### config.mk
export PLATFORM = sky130hd
export DESIGN_NAME = timer_clock_select
export DESIGN_NICKNAME = d
export VERILOG_FILES = /design/src/pkg/tmr_clk_pkg.sv /design/src/rtl/timer_clock_select.sv /design/src/rtl/edge_sync.sv /design/src/rtl/ratio_prescaler.sv
export SDC_FILE = /design/constraint.sdc
export NUM_CORES = 1
export LEC_CHECK = 0
export BUFFER_PORTS_ARGS = -buffer_cell sky130_fd_sc_hd__buf_2
export CAP_MARGIN = 20
export CORE_MARGIN = 2
export CORE_UTILIZATION = 40
export DETAILED_ROUTE_END_ITERATION = 10
export SKIP_CTS_REPAIR_TIMING = 1
export SYNTH_ARGS = -nofsm -noshare
export SYNTH_HDL_FRONTEND = slang
export SYNTH_HIERARCHICAL = 1
export SYNTH_SLANG_ARGS = --single-unit
### constraint.sdc
create_clock -name clk_in -period 1.9 [get_ports clk_in]
set_input_delay 0.095 -clock clk_in [delete_from_list [all_inputs] [get_ports clk_in]]
set_output_delay 0.095 -clock clk_in [all_outputs]
set_load 0.02 [all_outputs]
### src/pkg/tmr_clk_pkg.sv
// Constants and carrier types for the timer count-clock front end
package tmr_clk_pkg;

  // Register indices; the bus byte address is 4 * index so every register sits on a word
  localparam logic [15:0] MODE_CTRL_IDX   = 16'hFFC0;
  localparam logic [15:0] SRC_CTRL_IDX    = 16'hFFC1;
  localparam logic [15:0] DIV0_CTRL_IDX   = 16'hFFC2;
  localparam logic [15:0] DIV1_CTRL_IDX   = 16'hFFC3;
  localparam int          ADDR_W          = 18;

  // Field positions
  localparam int POL_BIT     = 0;
  localparam int FILT_BIT    = 1;
  localparam int EVMODE_BIT  = 2;
  localparam int SRC0_BIT    = 0;
  localparam int SRC1_BIT    = 1;
  localparam int RATIO_LSB   = 2;

  // Reset values
  localparam logic [3:0] MODE_RST  = 4'h0;
  localparam logic [3:0] SRC_RST   = 4'h0;
  localparam logic [3:0] DIV_RST   = 4'h0;

  // Ratio codes and division counts
  localparam logic [1:0] RATIO_1   = 2'h0;
  localparam logic [1:0] RATIO_4   = 2'h1;
  localparam logic [1:0] RATIO_32  = 2'h2;
  localparam logic [1:0] RATIO_256 = 2'h3;
  localparam int DIV_4   = 4;
  localparam int DIV_32  = 32;
  localparam int DIV_256 = 256;

  // Noise rejecter sample rate and its low-speed source
  localparam int FILT_HZ    = 2048;
  localparam int LOW_OSC_HZ = 32768;
  localparam int FILT_DIV   = LOW_OSC_HZ / FILT_HZ;

  // Software control fields
  typedef struct packed {
    logic       ch0_event_mode;
    logic       noise_filter_enable;
    logic       event_edge_polarity;
    logic       ch0_source_select;
    logic       ch1_source_select;
    logic [1:0] ch0_ratio;
    logic [1:0] ch1_ratio;
  } ctrl_s;

  // Register bus request
  typedef struct packed {
    logic [ADDR_W-1:0] addr;
    logic [3:0]        wdata;
    logic              wr;
    logic              rd;
  } bus_req_s;

endpackage

### src/rtl/timer_clock_select.sv
// Count-clock selection for two timer channels with event input
//
// The implementer's own choice: the strobed register port.
`timescale 1ns/1ns
module timer_clock_select (
  input  wire logic                    clk_in,
  input  wire logic                    sys_rst_in,
  input  wire logic [tmr_clk_pkg::ADDR_W-1:0] bus_addr_in,
  input  wire logic [3:0]              bus_wdata_in,
  input  wire logic                    bus_wr_in,
  input  wire logic                    bus_rd_in,
  input  wire logic                    low_speed_osc_in,
  input  wire logic                    high_speed_osc_in,
  input  wire logic                    event_input_pin_in,
  output logic [3:0]                   bus_rdata_out,
  output logic                         ch0_count_tick_out,
  output logic                         ch1_count_tick_out,
  output tmr_clk_pkg::ctrl_s           ctrl_out
);
  import tmr_clk_pkg::*;

  typedef struct packed {
    ctrl_s      ctrl;
    logic [3:0] rdata;
    logic [3:0] filt_cnt;
    logic       filt_level;
    logic [1:0] filt_falls;
    logic       ev_tick;
    logic       ch0_tick;
    logic       ch1_tick;
  } top_s;

  top_s             st_reg;
  top_s             st_next;
  bus_req_s         req;
  logic [15:0]      idx;
  logic             lo_lvl;
  logic             lo_rise;
  logic             lo_fall;
  logic             hi_rise;
  logic             pin_lvl;
  logic             pin_rise;
  logic             pin_fall;
  logic             src0_tick;
  logic             src1_tick;
  logic             pre0_tick;
  logic             pre1_tick;
  logic             fclk_fall;
  logic             raw_edge;

  assign req = '{addr: bus_addr_in, wdata: bus_wdata_in, wr: bus_wr_in, rd: bus_rd_in};
  assign idx = req.addr[ADDR_W-1:2];

  // Oscillator and pin synchronisers
  edge_sync u_lo (
    .clk_in     (clk_in),
    .sys_rst_in (sys_rst_in),
    .async_in   (low_speed_osc_in),
    .level_out  (lo_lvl),
    .rise_out   (lo_rise),
    .fall_out   (lo_fall)
  );

  edge_sync u_hi (
    .clk_in     (clk_in),
    .sys_rst_in (sys_rst_in),
    .async_in   (high_speed_osc_in),
    .level_out  (),
    .rise_out   (hi_rise),
    .fall_out   ()
  );

  edge_sync u_pin (
    .clk_in     (clk_in),
    .sys_rst_in (sys_rst_in),
    .async_in   (event_input_pin_in),
    .level_out  (pin_lvl),
    .rise_out   (pin_rise),
    .fall_out   (pin_fall)
  );

  assign src0_tick = st_reg.ctrl.ch0_source_select ? hi_rise : lo_rise;
  assign src1_tick = st_reg.ctrl.ch1_source_select ? hi_rise : lo_rise;

  ratio_prescaler #(.CNT_W(8)) u_pre0 (
    .clk_in      (clk_in),
    .sys_rst_in  (sys_rst_in),
    .src_tick_in (src0_tick),
    .ratio_in    (st_reg.ctrl.ch0_ratio),
    .tick_out    (pre0_tick)
  );

  ratio_prescaler #(.CNT_W(8)) u_pre1 (
    .clk_in      (clk_in),
    .sys_rst_in  (sys_rst_in),
    .src_tick_in (src1_tick),
    .ratio_in    (st_reg.ctrl.ch1_ratio),
    .tick_out    (pre1_tick)
  );

  // Filter sample clock falls once per FILT_DIV low-speed cycles
  assign fclk_fall = lo_fall & (st_reg.filt_cnt == 4'(FILT_DIV - 1));

  assign raw_edge = st_reg.ctrl.event_edge_polarity ? pin_rise : pin_fall;

  // Next state: bus, filter, tick selection
  always_comb begin
    st_next          = st_reg;
    st_next.rdata    = '0;
    st_next.ev_tick  = 1'b0;
    if (lo_fall) begin
      st_next.filt_cnt = st_reg.filt_cnt + 4'h1;
    end
    if (req.wr) begin
      unique case (idx)
        MODE_CTRL_IDX: begin
          st_next.ctrl.event_edge_polarity = req.wdata[POL_BIT];
          st_next.ctrl.noise_filter_enable = req.wdata[FILT_BIT];
          st_next.ctrl.ch0_event_mode      = req.wdata[EVMODE_BIT];
        end
        SRC_CTRL_IDX: begin
          st_next.ctrl.ch0_source_select = req.wdata[SRC0_BIT];
          st_next.ctrl.ch1_source_select = req.wdata[SRC1_BIT];
        end
        DIV0_CTRL_IDX: st_next.ctrl.ch0_ratio = req.wdata[RATIO_LSB +: 2];
        DIV1_CTRL_IDX: st_next.ctrl.ch1_ratio = req.wdata[RATIO_LSB +: 2];
        default: ;
      endcase
    end
    if (req.rd) begin
      unique case (idx)
        MODE_CTRL_IDX: st_next.rdata = {1'b0, st_reg.ctrl.ch0_event_mode,
                                        st_reg.ctrl.noise_filter_enable, st_reg.ctrl.event_edge_polarity};
        SRC_CTRL_IDX:  st_next.rdata = {2'b00, st_reg.ctrl.ch1_source_select, st_reg.ctrl.ch0_source_select};
        DIV0_CTRL_IDX: st_next.rdata = {st_reg.ctrl.ch0_ratio, 2'b00};
        DIV1_CTRL_IDX: st_next.rdata = {st_reg.ctrl.ch1_ratio, 2'b00};
        default:       st_next.rdata = '0;
      endcase
    end
    // level change accepted at second sample fall
    if (pin_lvl == st_reg.filt_level) begin
      st_next.filt_falls = 2'h0;
    end else if (fclk_fall) begin
      if (st_reg.filt_falls == 2'h1) begin
        st_next.filt_level = pin_lvl;
        st_next.filt_falls = 2'h0;
        st_next.ev_tick    = st_reg.ctrl.event_edge_polarity ? pin_lvl : ~pin_lvl;
      end else begin
        st_next.filt_falls = st_reg.filt_falls + 2'h1;
      end
    end
    // filter choice only in event mode
    if (!st_reg.ctrl.noise_filter_enable) begin
      st_next.ev_tick = raw_edge;
    end
    // mode bit picks event or prescaler
    // source bit unused in event mode
    st_next.ch0_tick = st_reg.ctrl.ch0_event_mode ? st_reg.ev_tick : pre0_tick;
    st_next.ch1_tick = pre1_tick;
  end

  always_ff @(posedge clk_in) begin
    if (sys_rst_in) begin
      st_reg            <= '0;
      st_reg.ctrl       <= '0;
      st_reg.filt_level <= 1'b0;
    end else begin
      st_reg <= st_next;
    end
  end

  // downstream counters decrement on these ticks
  assign ch0_count_tick_out = st_reg.ch0_tick;
  assign ch1_count_tick_out = st_reg.ch1_tick;
  assign bus_rdata_out      = st_reg.rdata;
  assign ctrl_out           = st_reg.ctrl;
endmodule

### src/rtl/edge_sync.sv
// Two-flop synchroniser with rising and falling edge pulses
`timescale 1ns/1ns
module edge_sync (
  input  wire logic clk_in,
  input  wire logic sys_rst_in,
  input  wire logic async_in,
  output logic      level_out,
  output logic      rise_out,
  output logic      fall_out
);
  typedef struct packed {
    logic meta;
    logic sync;
    logic prev;
  } sync_s;

  sync_s st_reg;
  sync_s st_next;

  // Shift chain; first stage feeds only the second
  always_comb begin
    st_next      = st_reg;
    st_next.meta = async_in;
    st_next.sync = st_reg.meta;
    st_next.prev = st_reg.sync;
  end

  always_ff @(posedge clk_in) begin
    if (sys_rst_in) begin
      st_reg <= '0;
    end else begin
      st_reg <= st_next;
    end
  end

  assign level_out = st_reg.sync;
  assign rise_out  = st_reg.sync & ~st_reg.prev;
  assign fall_out  = ~st_reg.sync & st_reg.prev;
endmodule

### src/rtl/ratio_prescaler.sv
// Prescaler: divides source tick stream by 1, 4, 32 or 256
`timescale 1ns/1ns
module ratio_prescaler #(
  parameter int CNT_W = 8
) (
  input  wire logic       clk_in,
  input  wire logic       sys_rst_in,
  input  wire logic       src_tick_in,
  input  wire logic [1:0] ratio_in,
  output logic            tick_out
);
  import tmr_clk_pkg::*;

  // Counter must hold the largest terminal count
  if (CNT_W < 8) begin : g_cnt_w_check
    $error("CNT_W too small for divide by 256");
  end

  typedef struct packed {
    logic [CNT_W-1:0] cnt;
    logic             tick;
  } pre_s;

  pre_s             st_reg;
  pre_s             st_next;
  logic [CNT_W-1:0] last;

  // Terminal count for the selected ratio
  always_comb begin
    unique case (ratio_in)
      RATIO_256: last = CNT_W'(DIV_256 - 1);
      RATIO_32:  last = CNT_W'(DIV_32 - 1);
      RATIO_4:   last = CNT_W'(DIV_4 - 1);
      RATIO_1:   last = '0;
    endcase
  end

  always_comb begin
    st_next      = st_reg;
    st_next.tick = 1'b0;
    if (src_tick_in) begin
      if (st_reg.cnt >= last) begin
        st_next.cnt  = '0;
        st_next.tick = 1'b1;
      end else begin
        st_next.cnt = st_reg.cnt + CNT_W'(1);
      end
    end
  end

  always_ff @(posedge clk_in) begin
    if (sys_rst_in) begin
      st_reg <= '0;
    end else begin
      st_reg <= st_next;
    end
  end

  assign tick_out = st_reg.tick;
endmodule

# ---- Word level (Yosys, flattened, before mapping)
# Cells that the tools add are included.
dict set report totals {
  out_inout_bits 15
  wordCells 89
  regBits 50
  input_bits 29
}
dict set report op_classes {
  order_cmp 2
  n_reduce_logical 11
  add_sub_neg 4
  muxes 17
  bitwise_logic 15
  n_eq_ne 13
}
# op n
set op_table {}
lappend op_table {{16-bit equality test, second input constant} 4}
lappend op_table {{8-bit one-hot mux with 4 select lines} 2}
lappend op_table {{8-bit by 1-bit adder with 8-bit output, second input constant} 2}
lappend op_table {{8-bit >= comparator} 2}
lappend op_table {{8-bit two-way mux} 2}
lappend op_table {{4-bit one-hot mux with 4 select lines} 1}
lappend op_table {{1-bit two-way mux} 11}
lappend op_table {{1-bit NOT} 9}
lappend op_table {{2-bit equality test, second input constant} 4}
lappend op_table {{2-bit AND reduction} 4}
lappend op_table {{2-bit OR reduction} 4}
lappend op_table {{1-bit bitwise AND} 6}
lappend op_table {{2-bit by 1-bit equality test with 1-bit output, second input constant} 3}
lappend op_table {{4-bit by 1-bit adder with 4-bit output, second input constant} 1}
lappend op_table {{4-bit equality test, second input constant} 1}
lappend op_table {{2-bit logical NOT} 2}
lappend op_table {{3-bit AND reduction} 1}
lappend op_table {{2-bit by 1-bit adder with 2-bit output, second input constant} 1}
lappend op_table {{2-bit two-way mux} 1}
lappend op_table {{1-bit equality test} 1}

# ---- Logic depth before layout (Yosys ltp)
# Gate-level depths: netlist of the first run.
dict set report logic_depth {
  ltp_word 6
  depth_mapped 7
  mapped_depth_nobuf 7
}

# ---- Modules after synthesis
# Netlist of the first run, hierarchy kept.
# module seq_area_each_um2 instances area_per_inst_um2 cells_each
set modules_own_cells {}
lappend modules_own_cells {ratio_prescaler 180.2 2 594.3 71}
lappend modules_own_cells {timer_clock_select 460.4 1 1139.8 121}
lappend modules_own_cells {edge_sync 60.1 3 91.3 8}

# ---- Worst setup path after synthesis of the first run
# No wires, ideal clock.
dict set report synth_timing {
  kind {register to register}
  startpoint {register st_reg, in the netlist ctrl_out[3]}
  endpoint {register u_pre0/st_reg[3] in the netlist's numbering}
  period_less_slack_ns 1.783
  required_time_ns 1.770
  arrival_time_ns 1.654
  path_buffers 0
  stages_incl_launch_ff 8
  path_slack_ns 0.117
  setup_time_ns 0.130
  path_cell_list {dfxtp_1 > or2_2 > ha_1 > nand2b_1 > a21oi_1 > a221o_2 > o211ai_1 > a21oi_1}
}
dict set report synth_via {
  elab_chain_cells 4
  elab_cells_between_ends 7
  classes_between {order compare: 1; eq/ne: 3; mux: 2; reduce/logical: 1}
}
# element line
set synth_rtl {}
lappend synth_rtl {{start: declaration} timer_clock_select.sv:33} ;# top_s st_reg;
lappend synth_rtl {{start signal: assignment} timer_clock_select.sv:168} ;# st_reg <= st_next;
lappend synth_rtl {{2-bit by 1-bit equality test with 1-bit output, or another cell as far along} ratio_prescaler.sv:30} ;# unique case (ratio_in)
lappend synth_rtl {{8-bit one-hot mux with 4 select lines (*)} ratio_prescaler.sv:30}
lappend synth_rtl {{8-bit >= comparator (*)} ratio_prescaler.sv:42} ;# if (st_reg.cnt >= last) begin
lappend synth_rtl {{8-bit two-way mux (*)} ratio_prescaler.sv:42}
lappend synth_rtl {{end signal: assignment} ratio_prescaler.sv:55} ;# st_reg <= st_next;
lappend synth_rtl {{end: declaration} ratio_prescaler.sv:24} ;# pre_s st_reg;
# Every way passes the cells marked *; elsewhere a longest branch is shown, timed or not.
# A chain may end at the register's enable or synchronous reset.

# ---- Worst setup path after layout of the first run
dict set report layout_timing {
  startpoint {register st_reg, in the netlist ctrl_out[0]}
  endpoint {register u_pre1/st_reg[1] in the netlist's numbering}
}
dict set report layout_via {
  elab_chain_cells 4
  elab_cells_between_ends 7
  classes_between {order compare: 1; eq/ne: 3; mux: 2; reduce/logical: 1}
}
# element line
set layout_rtl {}
lappend layout_rtl {{2-bit by 1-bit equality test with 1-bit output, or another cell as far along} ratio_prescaler.sv:30}
lappend layout_rtl {{8-bit one-hot mux with 4 select lines (*)} ratio_prescaler.sv:30}
lappend layout_rtl {{8-bit >= comparator (*)} ratio_prescaler.sv:42}
lappend layout_rtl {{8-bit two-way mux (*)} ratio_prescaler.sv:42}
lappend layout_rtl {{end signal: assignment} ratio_prescaler.sv:55}
lappend layout_rtl {{end: declaration} ratio_prescaler.sv:24}
# Marked as above.

==> impl_metrics.csv, run 1 <==
group,metric,value,unit
pwr,sequentialPowerShare,0.592,
placement,detailedPlacementHpwl,3.69,mm
detailed_routing,drt-wirelength-per-cell,13.1,µm
placement,globalplace.congestion,0.706,
clock_tree,cts_htree_levels,2,
floorplanning,die-height,84.6,µm
global_route,first_global_vias,2003,
cells_and_area,most-common-layout-cells,"46 x sky130_fd_sc_hd__dfxtp_1, 41 x sky130_fd_sc_hd__buf_2, 22 x sky130_fd_sc_hd__nand2b_1, 20 x sky130_fd_sc_hd__nand3_1, 19 x sky130_fd_sc_hd__nor2_1",
timing,post-route-period-util,0.973,
floorplanning,floorplan_die_area,7150,µm²
setup_path,crit_type,"flop to flop",
status,violations,"negative hold slack",
detailed_routing,first_iter_violations,69,
timing,rsz0062_at_grt,"false",
placement,dp_worst_slack,0.00527,ns
timing,fmax,541,MHz
timing,slew_viol_final,0,
pwr,p_int,1.36,mW
placement,placement.io_buffers,41,
clock_tree,ctsRootBufferMaster,"sky130_fd_sc_hd__clkbuf_8",
detailed_routing,routed-via-count,2134,
cells_and_area,drive_above_1_share,0.281,
detailed_routing,drt.antenna.violating_nets,0,
setup_path,timing.critical_path.to_type,"flop",
detailed_routing,route.detailed.vias_per_inst,5.28,
timing,setup_viol,0,
cells_and_area,mostFrequentLayoutCell,"sky130_fd_sc_hd__dfxtp_1",
timing,worst_hold_slack,-0.00203,ns
yosys,yosys_warnings,6,
floorplanning,io-pin-count,44,
pwr,leakage,1.24,nW
pwr,power.share.clock,0.351,
timing,finalSetupTns,0,ns
pwr,switching_share,0.239,
floorplanning,floorplan.initialDensity,0.411,
worst_hold_path,hp-class,"input pin to flop",
setup_path,cp_slowest_stage_delay,0.45,ns
yosys,postSynthAreaPerCell,9.08,µm²
floorplanning,fp.dieW,84.6,µm
clock_tree,clock_tree_from_tritoncts,"built",
pwr,irDropWorstVdd,0.000405,V
cells_and_area,multiInputGateArea,1520,µm²
worst_hold_path,min_delay_worst_endpoint,"u_hi/st_next[1]$_SDFF_PP0_",
timing,maximum_clock_skew_at_final_layout,0.00540,ns
setup_path,setup.worst_path.start_class,"flop",
yosys,netlist_instances,286,
clock_tree,clkTransAtPathRegs,0.10,ns
cells_and_area,area_delta_synth_final,17.7,%
cells_and_area,largest_register_ff_count,9,
worst_hold_path,worstHoldPathCells,2,
timing,finalWorstPathRequiredPeriod,1.85,ns
detailed_routing,postRouteWirelength,5.28,mm
cells_and_area,finalInstanceArea,3060,µm²
setup_path,critical_path.slowest_cell,"sky130_fd_sc_hd__a221o_2",
pwr,power-per-cell-area,587,nW/µm²
cells_and_area,antenna_diode_count,0,
global_route,grt_start_max_net_pins,48,
setup_path,rr_worst_depth,7,
floorplanning,fp-row-count,29,
cells_and_area,post-route-util,0.484,
placement,detailed_place.area,2870,µm²
yosys,synth_nets,328,
setup_path,cpLargestDelayFamily,"compound AO/OA/AOI/OAI gates",
global_route,gr-usage-all-layers,0.150,
global_route,first_pass_grt_wire_length,8.91,mm
global_route,grt.overflow.total,0,
floorplanning,fp.coreArea,6310,µm²
timing,transition_time_at_the_pin_with_the_least_slew_margin,0.440,ns
setup_path,critPathArrivalTime,2.04,ns
setup_path,timing.critical_path.fanout_max,8,
clock_tree,cts_buffers,5,
clock_tree,clkSinkCount,50,
detailed_routing,firstDrtPassIters,4,
detailed_routing,detail_route.drc_violations,0,
pwr,total_power,1.79,mW
worst_hold_path,worstHoldStart,"high_speed_osc_in",
setup_path,worstPathRequired,2.09,ns
pwr,combinationalPowerShare,0.057,
timing,timing_hold_violations_final,1,
clock_tree,cts.path.max_buffers,2,
cells_and_area,nNetsFinal,368,
cells_and_area,sequential_cell_area,1010,µm²
setup_path,crit-reg2reg-capture,"u_pre1/st_reg[1]$_SDFFE_PP0P_",
setup_path,crit-reg2reg-launch,"ctrl_out[0]$_SDFFE_PP0P_",
global_route,grt_antenna_before_repair,0,
timing,timing.slew.headroom,0.704,
job,max-cap-violations,0,
pwr,net-switching-power,0.428,mW
timing,worst_slack,0.0512,ns
setup_path,worst_path_buf_inv,0,
status,run_status,"complete, but fails checks",
cells_and_area,layout.filler_cells,627,
yosys,mappedNetlistArea,2600,µm²
setup_path,path_cells,"or2_4, ha_4, nand2b_4, a21oi_2, a221o_2, nand4_1, a21oi_1",
clock_tree,clk_latency,0.30,ns
setup_path,ff2ff_setup_slack,0.05,ns
-- per-layer routing --
layer / part of all wire / routed length, µm / track usage
met3: 0.035 / 186 / 0.0315
met4: 0.021 / 109 / 0.0433
met5: 0 / 0 / 0
met2: 0.48 / 2540 / 0.254
met1: 0.46 / 2440 / 0.193
-- worst reg2reg max path, delay by kind of cell (launching register included) --
family	cells	cell delay, ns
flops	1	0.35
fa+ha+maj	1	0.26
compound gates	3	0.60
simple gates	3	0.53
-- power by group through the flow --
stage	Sequential [mW]	Combinational [mW]	Clock, mW
final	1.06	0.103	0.629
after global routing	1.06	0.114	0.687
after CTS	1.06	0.101	0.650
after detailed placement	1.09	0.101	0
after global placement	1.09	0.100	0
after floorplan	1.09	0.0514	0
-- metrics by stage --
step	instances	hold WS (ns)
after floorplan	286	0.167
after global placement	395	0.312
after detailed placement	395	0.311
after CTS	403	-0.0146
after global routing	404	0.000185
final	404	-0.00203
-- worst max-delay path by stage --
stage,startpoint,to,slack [ns],depth (start not counted)
after floorplan,ctrl_out[3]$_SDFFE_PP0P_,u_pre0/st_reg[3]$_SDFFE_PP0P_,0.12,7
after global placement,ctrl_out[2]$_SDFFE_PP0P_,u_pre0/st_reg[3]$_SDFFE_PP0P_,0.04,7
after detailed placement,ctrl_out[2]$_SDFFE_PP0P_,u_pre0/st_reg[8]$_SDFFE_PP0P_,0.005,7
after CTS,ctrl_out[2]$_SDFFE_PP0P_,u_pre0/st_reg[6]$_SDFFE_PP0P_,-0.04,7
after global routing,ctrl_out[3]$_SDFFE_PP0P_,u_pre0/tick_out$_SDFF_PP0_,0.006,7
final,ctrl_out[0]$_SDFFE_PP0P_,u_pre1/st_reg[1]$_SDFFE_PP0P_,0.05,7
-- area by class of cell --
cell class	count	area share
Multi-Input combinational cell	208	0.496
Inverter	7	0.00860
Clock buffer	5	0.0225
Sequential cell	50	0.330
Tap cell	77	0.0315
Timing Repair Buffer	54	0.104
Clock inverter	3	0.00696
(Power assumes the default switching activity.)
==> inputs of run 2 (changes only) <==
--- a/config.mk
+++ b/config.mk
@@ -5,6 +5,7 @@
 export SDC_FILE = /design/constraint.sdc
 export NUM_CORES = 1
 export LEC_CHECK = 0
+export ABC_AREA = 1
 export BUFFER_PORTS_ARGS = -buffer_cell sky130_fd_sc_hd__buf_2
 export CAP_MARGIN = 20
 export CORE_MARGIN = 2
==> run 2 against run 1 <==
The flow now finishes without violations. Utilization down 0.86 points. Routed wire length down 12%. Hold slack better by 0.045 ns. Synthesized cell count up 27%. Worst setup slack better by 0.20 ns. Register-to-register slack better by 0.20 ns. Area after synthesis up 2.0%. Combinational power up 17%. Sequential cell count unchanged. Sequential share of layout area up 0.053 points. Fmax up 12%. Highest routed layer unchanged.
==> impl_metrics.csv, run 2 <==
group,metric,value,unit
timing,finalSetupTns,0,ns
pwr,irDropWorstVdd,0.000445,V
timing,post-route-period-util,0.869,
clock_tree,cts_htree_levels,2,
setup_path,timing.critical_path.to_type,"flop",
timing,timing.slew.headroom,0.749,
status,run_status,"finished clean",
pwr,sequentialPowerShare,0.538,
timing,rsz0062_at_grt,"false",
pwr,power.share.clock,0.401,
cells_and_area,antenna_diode_count,0,
cells_and_area,finalNonFillerCells,482,
clock_tree,cts_buffers,5,
placement,globalplace.congestion,0.725,
cells_and_area,multiInputGateArea,1350,µm²
timing,transition_time_at_the_pin_with_the_least_slew_margin,0.375,ns
placement,dpl.cell_count,471,
placement,detailed_place.area,2880,µm²
pwr,net-switching-power,0.441,mW
floorplanning,floorplan_die_area,7290,µm²
setup_path,cp_slowest_stage_delay,0.42,ns
job,max-cap-violations,0,
setup_path,timing.critical_path.fanout_max,8,
global_route,global_route.usage.met3,0.0331,
pwr,p_int,1.55,mW
global_route,first_pass_grt_wire_length,8.37,mm
setup_path,critPathArrivalTime,1.85,ns
cells_and_area,finalInstanceArea,3040,µm²
placement,placement.io_buffers,41,
yosys,yosys_warnings,6,
pwr,combinationalPowerShare,0.061,
timing,setup_viol,0,
setup_path,setup.worst_path.start_class,"flop",
placement,detailedPlacementHpwl,3.62,mm
cells_and_area,most-common-layout-cells,"75 x sky130_fd_sc_hd__nor2_1, 61 x sky130_fd_sc_hd__nand2_1, 48 x sky130_fd_sc_hd__inv_1, 48 x sky130_fd_sc_hd__dfxtp_1, 41 x sky130_fd_sc_hd__buf_2",
floorplanning,die-height,85.4,µm
timing,timing_hold_violations_final,0,
cells_and_area,post-route-util,0.475,
timing,finalWorstPathRequiredPeriod,1.65,ns
pwr,leakage,1.38,nW
detailed_routing,first_iter_violations,71,
timing,slew_viol_final,0,
clock_tree,clkSinkCount,50,
cells_and_area,mostFrequentLayoutCell,"sky130_fd_sc_hd__nor2_1",
detailed_routing,route.detailed.vias_per_inst,4.45,
cells_and_area,nNetsFinal,446,
detailed_routing,detail_route.drc_violations,0,
global_route,grt_antenna_before_repair,0,
floorplanning,fp.dieW,85.4,µm
floorplanning,io-pin-count,44,
cells_and_area,drive_above_1_share,0.227,
clock_tree,ctsRootBufferMaster,"sky130_fd_sc_hd__clkbuf_8",
timing,fmax,606,MHz
global_route,grt.overflow.total,0,
cells_and_area,largest_register_ff_count,9,
detailed_routing,postRouteWirelength,4.63,mm
clock_tree,cts.path.max_buffers,2,
pwr,power-per-cell-area,654,nW/µm²
clock_tree,clk_latency,0.30,ns
yosys,postSynthAreaPerCell,7.30,µm²
global_route,grt-busiest-layer,"met2",
setup_path,cpMostUsedCell,"sky130_fd_sc_hd__nand2_1",
yosys,mappedNetlistArea,2650,µm²
pwr,switching_share,0.222,
setup_path,path_cells,"nand2_1, ha_1, nand2_1, nor2_1, nand2_1, nor2_1, nand2_1, nand2_1, nand2_2, nand2_4, nor2_1",
cells_and_area,area_delta_synth_final,14.6,%
global_route,grt_start_max_net_pins,23,
yosys,netlist_instances,363,
timing,worst_hold_slack,0.0434,ns
floorplanning,fp.coreArea,6390,µm²
detailed_routing,drt-wirelength-per-cell,9.61,µm
floorplanning,fp-row-count,29,
floorplanning,floorplan.initialDensity,0.415,
clock_tree,clock_tree_from_tritoncts,"built",
setup_path,critical_path.slowest_cell,"sky130_fd_sc_hd__dfxtp_1",
yosys,synth_nets,405,
global_route,gr-usage-all-layers,0.140,
global_route,globalRouteMet2Util,0.240,
cells_and_area,layout.filler_cells,659,
setup_path,worstPathRequired,2.10,ns
timing,maximum_clock_skew_at_final_layout,0.00775,ns
detailed_routing,drt.antenna.violating_nets,0,
clock_tree,clkTransAtPathRegs,0.09,ns
worst_hold_path,hp-class,"input pin to flop",
cells_and_area,sequential_cell_area,1000,µm²
detailed_routing,routed-via-count,2145,
setup_path,crit_type,"flop to flop",
detailed_routing,firstDrtPassIters,4,
global_route,first_global_vias,2040,
global_route,grtUsageMet1,0.172,
-- run 2: worst paths after layout --
path | startpoint | to | slack (ns) | cells after the start
worst min register to register | u_lo/st_next[1]$_SDFF_PP0_ | u_lo/level_out$_SDFF_PP0_ | 0.41 | 2
worst max register to register | ctrl_out[2]$_SDFFE_PP0P_ | u_pre0/st_reg[3]$_SDFFE_PP0P_ | 0.25 | 11
worst max-delay path | ctrl_out[2]$_SDFFE_PP0P_ | u_pre0/st_reg[3]$_SDFFE_PP0P_ | 0.25 | 11
worst min-delay path | bus_wdata_in[1] | ctrl_out[7]$_SDFFE_PP0P_ | 0.04 | 3
-- run 2: layout make-up --
cell class / count / share of cell area
Tap cell: 77 / 0.0317
Inverter: 51 / 0.0635
Clock buffer: 6 / 0.0272
Multi-Input combinational cell: 247 / 0.444
Timing Repair Buffer: 49 / 0.0899
Clock inverter: 2 / 0.0128
Sequential cell: 50 / 0.331
-- run 2: power by group through the flow --
stage | Sequential, mW | Combinational [mW] | Clock [mW]
floorplan | 1.09 | 0.0675 | 0
global placement | 1.09 | 0.116 | 0
detailed placement | 1.09 | 0.118 | 0
CTS | 1.07 | 0.119 | 0.830
global route | 1.07 | 0.140 | 0.863
finish | 1.07 | 0.121 | 0.797
-- run 2: worst max-delay path: cells and delay by family (launching register included) --
kind,cells,cell delay (ns)
AND/OR/NAND/NOR,10,0.79
flip-flops,1,0.42
adder cells (fa/ha/maj),1,0.33
-- run 2: through the flow --
| stage | power (mW) | setup slack (ns) |
|---|---|---|
| 2_1_floorplan | 1.16 | 0.193 |
| 3_3_place_gp | 1.21 | 0.292 |
| 5_1_grt | 2.07 | 0.0302 |
| 3_5_place_dp | 1.21 | 0.252 |
| 6_report | 1.99 | 0.249 |
| 4_1_cts | 2.02 | 0.225 |
-- run 2: layer usage --
layer  vias up  share of wire
met5         -              0
met4         0          0.012
met3         4          0.034
met2        23           0.47
met1       930           0.48
li1       1188              -
